--- src/shared/smsu_pkg.sv ---
package smsu_pkg;
  localparam int SMSU_VEC_W = 128;
  localparam int SMSU_DVEC_W = 64;
  localparam int SMSU_LANE_W = 2;
  localparam int SMSU_STAT_W = 32;
  localparam int SMSU_SAT_BIT = 27;
  localparam logic [SMSU_STAT_W-1:0] SMSU_STAT_RST = 32'h0000_0000;
  localparam logic [1:0] SMSU_MAX_LANE_H = 2'h3;
  localparam logic [1:0] SMSU_MAX_LANE_W = 2'h1;
  localparam int SMSU_LAT = 1;

  typedef enum logic [2:0] {
    SMSU_OP_MULL,
    SMSU_OP_QDMULL,
    SMSU_OP_QDMULH,
    SMSU_OP_QRDMULH
  } smsu_op_t;

  typedef enum logic [1:0] {
    SMSU_ST_IDLE,
    SMSU_ST_ISSUE,
    SMSU_ST_WAIT
  } smsu_state_t;
endpackage

--- src/shared/smsu_if.sv ---
`timescale 1ns/100ps
interface smsu_if;
  import smsu_pkg::*;
  logic req;
  smsu_op_t op;
  logic esz32;
  logic is_signed;
  logic quad;
  logic use_lane;
  logic [1:0] lane;
  logic [SMSU_VEC_W-1:0] vec_a;
  logic [SMSU_DVEC_W-1:0] vec_b;
  logic [31:0] scalar;
  logic stat_wr;
  logic [SMSU_STAT_W-1:0] stat_wdata;
  logic done;
  logic [SMSU_VEC_W-1:0] result;
  logic sat;
  logic [SMSU_STAT_W-1:0] stat;

  modport unit (
    input req, op, esz32, is_signed, quad, use_lane, lane, vec_a, vec_b, scalar,
    input stat_wr, stat_wdata,
    output done, result, sat, stat
  );
  modport issue (
    output req, op, esz32, is_signed, quad, use_lane, lane, vec_a, vec_b, scalar,
    output stat_wr, stat_wdata,
    input done, result, sat, stat
  );
endinterface

--- src/smsu_issue.sv ---
`timescale 1ns/100ps
module smsu_issue
  import smsu_pkg::*;
(
  input wire logic i_mclk,                      // processor clock
  input wire logic i_rst_n,                     // async reset, active low
  input wire logic i_go,                        // request one operation, pulse
  input wire smsu_op_t i_op,                    // operation
  input wire logic i_esz32,                     // 1: 32-bit elements
  input wire logic i_signed,                    // signed elements (widening only)
  input wire logic i_quad,                      // 128-bit high-half form
  input wire logic i_use_lane,                  // scalar from lane of vec_b
  input wire logic [1:0] i_lane,                // lane index
  input wire logic [SMSU_VEC_W-1:0] i_vec_a,    // first source
  input wire logic [SMSU_DVEC_W-1:0] i_vec_b,   // 64-bit scalar vector
  input wire logic [31:0] i_scalar,             // direct scalar
  input wire logic i_stat_wr,                   // software status write, pulse
  input wire logic [SMSU_STAT_W-1:0] i_stat_wdata, // status write value
  output logic o_busy,                          // operation in flight
  output logic o_rejected,                      // last request illegal, pulse
  output logic o_valid,                         // result valid, pulse
  output logic [SMSU_VEC_W-1:0] o_result,       // captured result
  output logic o_saturated,                     // last result saturated
  output logic [SMSU_STAT_W-1:0] o_status,      // status register copy
  smsu_if.issue bus                             // unit-side link
);
  smsu_state_t state_reg, state_next;
  logic req_reg, req_next;
  logic rej_reg, rej_next;
  logic valid_reg, valid_next;
  logic [SMSU_VEC_W-1:0] res_reg, res_next;
  logic sat_reg, sat_next;
  logic [SMSU_STAT_W-1:0] stat_reg;
  logic legal;
  logic [SMSU_VEC_W-1:0] a_reg, a_next;
  logic [SMSU_DVEC_W-1:0] b_reg, b_next;
  logic [31:0] s_reg, s_next;
  logic [7:0] cfg_reg, cfg_next;
  logic [1:0] b_lane_reg;
  logic busy_reg, busy_next;

  always_comb begin
    // lane range, signed-only forms, 128-bit only for high-half
    legal = (i_lane <= (i_esz32 ? SMSU_MAX_LANE_W : SMSU_MAX_LANE_H) || !i_use_lane)
          && (i_signed || i_op == SMSU_OP_MULL)
          && (!i_quad || i_op == SMSU_OP_QDMULH || i_op == SMSU_OP_QRDMULH);
    state_next = state_reg;
    req_next = 1'b0;
    rej_next = 1'b0;
    valid_next = 1'b0;
    res_next = res_reg;
    sat_next = sat_reg;
    a_next = a_reg;
    b_next = b_reg;
    s_next = s_reg;
    cfg_next = cfg_reg;
    case (state_reg)
      SMSU_ST_IDLE: begin
        if (i_go && legal) begin
          state_next = SMSU_ST_ISSUE;
          req_next = 1'b1;
          a_next = i_vec_a;
          b_next = i_vec_b;
          s_next = i_scalar;
          cfg_next = {i_op, i_esz32, i_signed, i_quad, i_use_lane, 1'b0};
        end else if (i_go) begin
          rej_next = 1'b1;
        end
      end
      SMSU_ST_ISSUE: state_next = SMSU_ST_WAIT;
      SMSU_ST_WAIT: begin
        if (bus.done) begin
          state_next = SMSU_ST_IDLE;
          valid_next = 1'b1;
          res_next = bus.result;
          sat_next = bus.sat;
        end
      end
      default: state_next = SMSU_ST_IDLE;
    endcase
    busy_next = (state_next != SMSU_ST_IDLE);
  end

  always_ff @(posedge i_mclk or negedge i_rst_n) begin
    if (!i_rst_n) begin
      state_reg <= SMSU_ST_IDLE;
      busy_reg <= 1'b0;
      req_reg <= 1'b0;
      rej_reg <= 1'b0;
      valid_reg <= 1'b0;
      res_reg <= '0;
      sat_reg <= 1'b0;
      stat_reg <= SMSU_STAT_RST;
      a_reg <= '0;
      b_reg <= '0;
      s_reg <= '0;
      cfg_reg <= '0;
    end else begin
      state_reg <= state_next;
      busy_reg <= busy_next;
      req_reg <= req_next;
      rej_reg <= rej_next;
      valid_reg <= valid_next;
      res_reg <= res_next;
      sat_reg <= sat_next;
      stat_reg <= bus.stat;
      a_reg <= a_next;
      b_reg <= b_next;
      s_reg <= s_next;
      cfg_reg <= cfg_next;
    end
  end

  assign bus.req = req_reg;
  assign bus.op = smsu_op_t'(cfg_reg[7:5]);
  assign bus.esz32 = cfg_reg[4];
  assign bus.is_signed = cfg_reg[3];
  assign bus.quad = cfg_reg[2];
  assign bus.use_lane = cfg_reg[1];
  assign bus.lane = b_lane_reg;
  assign bus.vec_a = a_reg;
  assign bus.vec_b = b_reg;
  assign bus.scalar = s_reg;
  assign bus.stat_wr = i_stat_wr;
  assign bus.stat_wdata = i_stat_wdata;
  assign o_busy = busy_reg;
  assign o_rejected = rej_reg;
  assign o_valid = valid_reg;
  assign o_result = res_reg;
  assign o_saturated = sat_reg;
  assign o_status = stat_reg;

  always_ff @(posedge i_mclk or negedge i_rst_n) begin
    if (!i_rst_n) b_lane_reg <= 2'h0;
    else if (state_reg == SMSU_ST_IDLE && i_go) b_lane_reg <= i_lane;
  end
endmodule

--- src/flat_wrapper.sv ---
// flat-port wrapper written by rule: the top's interface ports become plain ports
module smsu_issue_flat import smsu_pkg::*;
  (i_mclk, i_rst_n, i_go, i_op, i_esz32, i_signed, i_quad, i_use_lane, i_lane, i_vec_a, i_vec_b, i_scalar, i_stat_wr, i_stat_wdata, o_busy, o_rejected, o_valid, o_result, o_saturated, o_status, bus_req, bus_op, bus_esz32, bus_is_signed, bus_quad, bus_use_lane, bus_lane, bus_vec_a, bus_vec_b, bus_scalar, bus_stat_wr, bus_stat_wdata, bus_done, bus_result, bus_sat, bus_stat);
  smsu_if bus_i ();
  input wire logic i_mclk;
  input wire logic i_rst_n;
  input wire logic i_go;
  input wire smsu_op_t i_op;
  input wire logic i_esz32;
  input wire logic i_signed;
  input wire logic i_quad;
  input wire logic i_use_lane;
  input wire logic [1:0] i_lane;
  input wire logic [SMSU_VEC_W-1:0] i_vec_a;
  input wire logic [SMSU_DVEC_W-1:0] i_vec_b;
  input wire logic [31:0] i_scalar;
  input wire logic i_stat_wr;
  input wire logic [SMSU_STAT_W-1:0] i_stat_wdata;
  output logic o_busy;
  output logic o_rejected;
  output logic o_valid;
  output logic [SMSU_VEC_W-1:0] o_result;
  output logic o_saturated;
  output logic [SMSU_STAT_W-1:0] o_status;
  output wire logic [$bits(bus_i.req)-1:0] bus_req;
  output wire logic [$bits(bus_i.op)-1:0] bus_op;
  output wire logic [$bits(bus_i.esz32)-1:0] bus_esz32;
  output wire logic [$bits(bus_i.is_signed)-1:0] bus_is_signed;
  output wire logic [$bits(bus_i.quad)-1:0] bus_quad;
  output wire logic [$bits(bus_i.use_lane)-1:0] bus_use_lane;
  output wire logic [$bits(bus_i.lane)-1:0] bus_lane;
  output wire logic [$bits(bus_i.vec_a)-1:0] bus_vec_a;
  output wire logic [$bits(bus_i.vec_b)-1:0] bus_vec_b;
  output wire logic [$bits(bus_i.scalar)-1:0] bus_scalar;
  output wire logic [$bits(bus_i.stat_wr)-1:0] bus_stat_wr;
  output wire logic [$bits(bus_i.stat_wdata)-1:0] bus_stat_wdata;
  input wire logic [$bits(bus_i.done)-1:0] bus_done;
  input wire logic [$bits(bus_i.result)-1:0] bus_result;
  input wire logic [$bits(bus_i.sat)-1:0] bus_sat;
  input wire logic [$bits(bus_i.stat)-1:0] bus_stat;
  assign bus_req = bus_i.req;
  assign bus_op = bus_i.op;
  assign bus_esz32 = bus_i.esz32;
  assign bus_is_signed = bus_i.is_signed;
  assign bus_quad = bus_i.quad;
  assign bus_use_lane = bus_i.use_lane;
  assign bus_lane = bus_i.lane;
  assign bus_vec_a = bus_i.vec_a;
  assign bus_vec_b = bus_i.vec_b;
  assign bus_scalar = bus_i.scalar;
  assign bus_stat_wr = bus_i.stat_wr;
  assign bus_stat_wdata = bus_i.stat_wdata;
  assign bus_i.done = bus_done;
  assign bus_i.result = bus_result;
  assign bus_i.sat = bus_sat;
  assign bus_i.stat = bus_stat;
  smsu_issue u_core (.i_mclk(i_mclk), .i_rst_n(i_rst_n), .i_go(i_go), .i_op(i_op), .i_esz32(i_esz32), .i_signed(i_signed), .i_quad(i_quad), .i_use_lane(i_use_lane), .i_lane(i_lane), .i_vec_a(i_vec_a), .i_vec_b(i_vec_b), .i_scalar(i_scalar), .i_stat_wr(i_stat_wr), .i_stat_wdata(i_stat_wdata), .o_busy(o_busy), .o_rejected(o_rejected), .o_valid(o_valid), .o_result(o_result), .o_saturated(o_saturated), .o_status(o_status), .bus(bus_i));
endmodule
--- config.mk ---
export PLATFORM = sky130hd
export DESIGN_NAME = smsu_issue_flat
export DESIGN_NICKNAME = d
export VERILOG_FILES = /design/src/shared/smsu_pkg.sv /design/src/shared/smsu_if.sv /design/src/smsu_issue.sv /design/src/flat_wrapper.sv
export SDC_FILE = /design/constraint.sdc
export NUM_CORES = 1
export LEC_CHECK = 0
export ABC_AREA = 1
export BUFFER_PORTS_ARGS = -buffer_cell sky130_fd_sc_hd__buf_2
export CAP_MARGIN = 20
export CORE_AREA = 10 10 329 331
export DETAILED_ROUTE_END_ITERATION = 6
export DIE_AREA = 0 0 339 341
export SETUP_SLACK_MARGIN = 0.15
export SYNTH_ARGS = -nofsm -noshare
export SYNTH_HDL_FRONTEND = slang
export SYNTH_SLANG_ARGS = --single-unit
export TNS_END_PERCENT = 20
--- constraint.sdc ---
create_clock -name i_mclk -period 4.25 [get_ports i_mclk]
set_clock_uncertainty 0.1 [all_clocks]
set_input_delay 1.0625 -clock i_mclk [delete_from_list [all_inputs] [get_ports i_mclk]]
set_output_delay 1.0625 -clock i_mclk [all_outputs]
set_load 0.05 [all_outputs]
==> impl_metrics.json <==
{
  "layout_setup_ws_ps": 1720,
  "place.gp.congestion": 0.834,
  "period_share": 0.595,
  "slew_headroom": 0.325,
  "cts-root-buf": "clkbuf_16",
  "power.total_mw": 22.1,
  "worstSetupPathType": "reg2out",
  "ant_nets": 0,
  "place_area_um2": 20900,
  "yosysSeqAreaShare": 0.641,
  "yosysWarnings": 0,
  "area_growth_pct": 45.4,
  "cp-start-kind": "register",
  "post-cts-setup-buffers": 0,
  "r2r-start": "u_core.state_reg[1]$_DFF_PN0_",
  "cts_num_sinks": 400,
  "endpoint_kind": "output pin",
  "cts.path.max_buffers": 3,
  "synth_commonest_cells": "nand2_1 (860), dfrtp_1 (400), nand4_1 (231)",
  "leakage_nw": 12.5,
  "critPathCapture": "o_status[28]",
  "cts_buffers": 50,
  "finalHoldViolCount": 0,
  "vias": 14696,
  "syn_area_um2": 15600,
  "hold_buffers": 0,
  "holdWs_ps": 294,
  "drc": 0,
  "worst_hold_path_type": "in2async",
  "grt_pass1_wl_um": 112000,
  "r2r_cells": 5,
  "max_cap_viol_count": 0,
  "layout_min_cycle_time_ps": 2530,
  "synth_top_area_frac": 0.641,
  "synth_most_common_cell": "nand2_1",
  "synthCells": 1674,
  "synth_area_leaders": "dfrtp_1 (64%), nand2_1 (21%), nand4_1 (9.2%), buf_2 (2.8%), buf_4 (1.6%)",
  "drive_gt1_frac": 0.379,
  "wl_um": 78200,
  "slowest_stage": "dfrtp_1",
  "ff2ff_setup_slack_ps": 2000,
  "cts_max_level": 2,
  "synth_seq_cells": 400,
  "fin_cells": 3802,
  "status": "finished clean",
  "die_y_um": 341,
  "drt-vias-per-instance": 3.87,
  "final.setup.tns_ps": 0,
  "gr-total-overflow": 0,
  "cp-startpoint": "u_core.o_status[28]$_DFF_PN0_",
  "first_pass_iters": 5,
  "nets": 2820,
  "grt_setup_unrepaired": "false",
  "place_ws_ps": 1280,
  "fin_util": 0.224,
  "ios": 862,
  "antenna_found_initial": 20,
  "grt_usage": 0.129,
  "synth_ff_type": "dfrtp_1",
  "crit_chain": "buf_2",
  "die_x_um": 339,
  "ys_async_sr_fraction": 1.00,
  "cp.depth": 1,
  "design_area_um2": 22700,
  "worstPathRequired_ps": 3090,
  "synth-edff-count": 0,
  "yosys.area.top_type": "dfrtp_1",
  "fmax_mhz": 395,
  "path_max_fanout": 1,
  "synth_nets": 2105,
  "p_per_area_nw_per_um2": 974,
  "tightest_slew_ps": 1010,
  "cpPeakStageDelay_ps": 420,
  "slew_violations": 0,
  "clk_pin_slew_ps": 60,
  "std_cell_rows": 117,
  "dp_cells": 3705,
  "syn_avg_cell_area_um2": 9.33,
  "synth_cell_types": 16,
  "grt_max_degree": 137,
  "path_buf_inv": 1,
  "path_delay_family": "flip-flops",
  "wl_per_cell_um": 20.6,
  "r2r_end": "u_core.o_result[98]$_DFFE_PN0P_",
  "hpwl_um": 61200,
  "drtIter0Drc": 841,
  "portBuffers": 795,
  "core_um2": 101000,
  "setup_violations": 0,
  "cp_data_arrival_time_ps": 1370,
  "insertion_delay_ps": 610,
  "cts_tree": "built",
  "ir_drop_mv": 0.505,
  "dieArea_um2": 116000,
  "cts_resized": 0,
  "initial_core_util": 0.154,
  "grt_pass1_vias": 15260
}
[how the worst min path moves through the flow]
stage	from	to	slack (ps)	cells past startpoint
floorplan	u_core.state_reg[0]$_DFF_PN0_	u_core.state_reg[1]$_DFF_PN0_	460	3
detailed placement	u_core.bus.vec_b[55]$_DFFE_PN0P_	u_core.bus.vec_b[55]$_DFFE_PN0P_	350	2
global route	i_rst_n	u_core.o_result[104]$_DFFE_PN0P_	290	1
global placement	u_core.bus.vec_b[18]$_DFFE_PN0P_	u_core.bus.vec_b[18]$_DFFE_PN0P_	350	2
finish	i_rst_n	u_core.o_result[104]$_DFFE_PN0P_	290	1
CTS	i_rst_n	u_core.o_result[104]$_DFFE_PN0P_	260	1
[cell families after synthesis]
kind of cell,count (synthesis),synth area share
AO/OA/AOI/OAI,2,0.000640
buffers and inverters,172,0.0563
flip-flops,400,0.641
AND/OR/NAND/NOR,1100,0.302
[placed cells by master (no fill, tap or decap)]
master and instances:
inv_1 6, nand3_1 1, nand4_1 231, bufinv_16 9, clkinvlp_4 6, inv_8 1
clkbuf_16 53, inv_4 1, clkbuf_8 5, buf_8 1, nand3_4 2, diode_2 5
nor2_1 4, buf_12 12, buf_4 17, inv_6 3, nor2_4 1, nand2_8 1
a21oi_1 1, buf_2 794, dfrtp_1 400, clkinv_4 1, o21ai_0 1, clkinv_2 10
nand2_1 860, clkbuf_1 5, inv_2 3
[final cells by class]
cell class	instances	area, um^2
sequential	400	10000
antenna	5	12.5
tap	1368	1710
clock buffer	63	1410
inverter	11	51.3
timing repair buffer	824	4360
multi-input combinational	1102	4770
clock inverter	29	400
fill	11155	78700
[report_power, final]
group	switching [mW]	internal, mW	leakage [nW]	total (mW)
Clock	1.82	2.91	0.880	4.73
Combinational	8.97	2.07	6.66	11.0
Sequential	0.908	5.47	4.96	6.38
Total	11.7	10.4	12.5	22.1
[per-layer routing]
layer | GRT usage | up-vias | part of all wire
met5 | 0 | - | 0.00092
met4 | 0.0370 | 12 | 0.024
met3 | 0.0548 | 114 | 0.10
met2 | 0.217 | 631 | 0.48
met1 | 0.149 | 7097 | 0.39
li1 | - | 6842 | -
No activity file was read; power rests on OpenSTA's default activity.
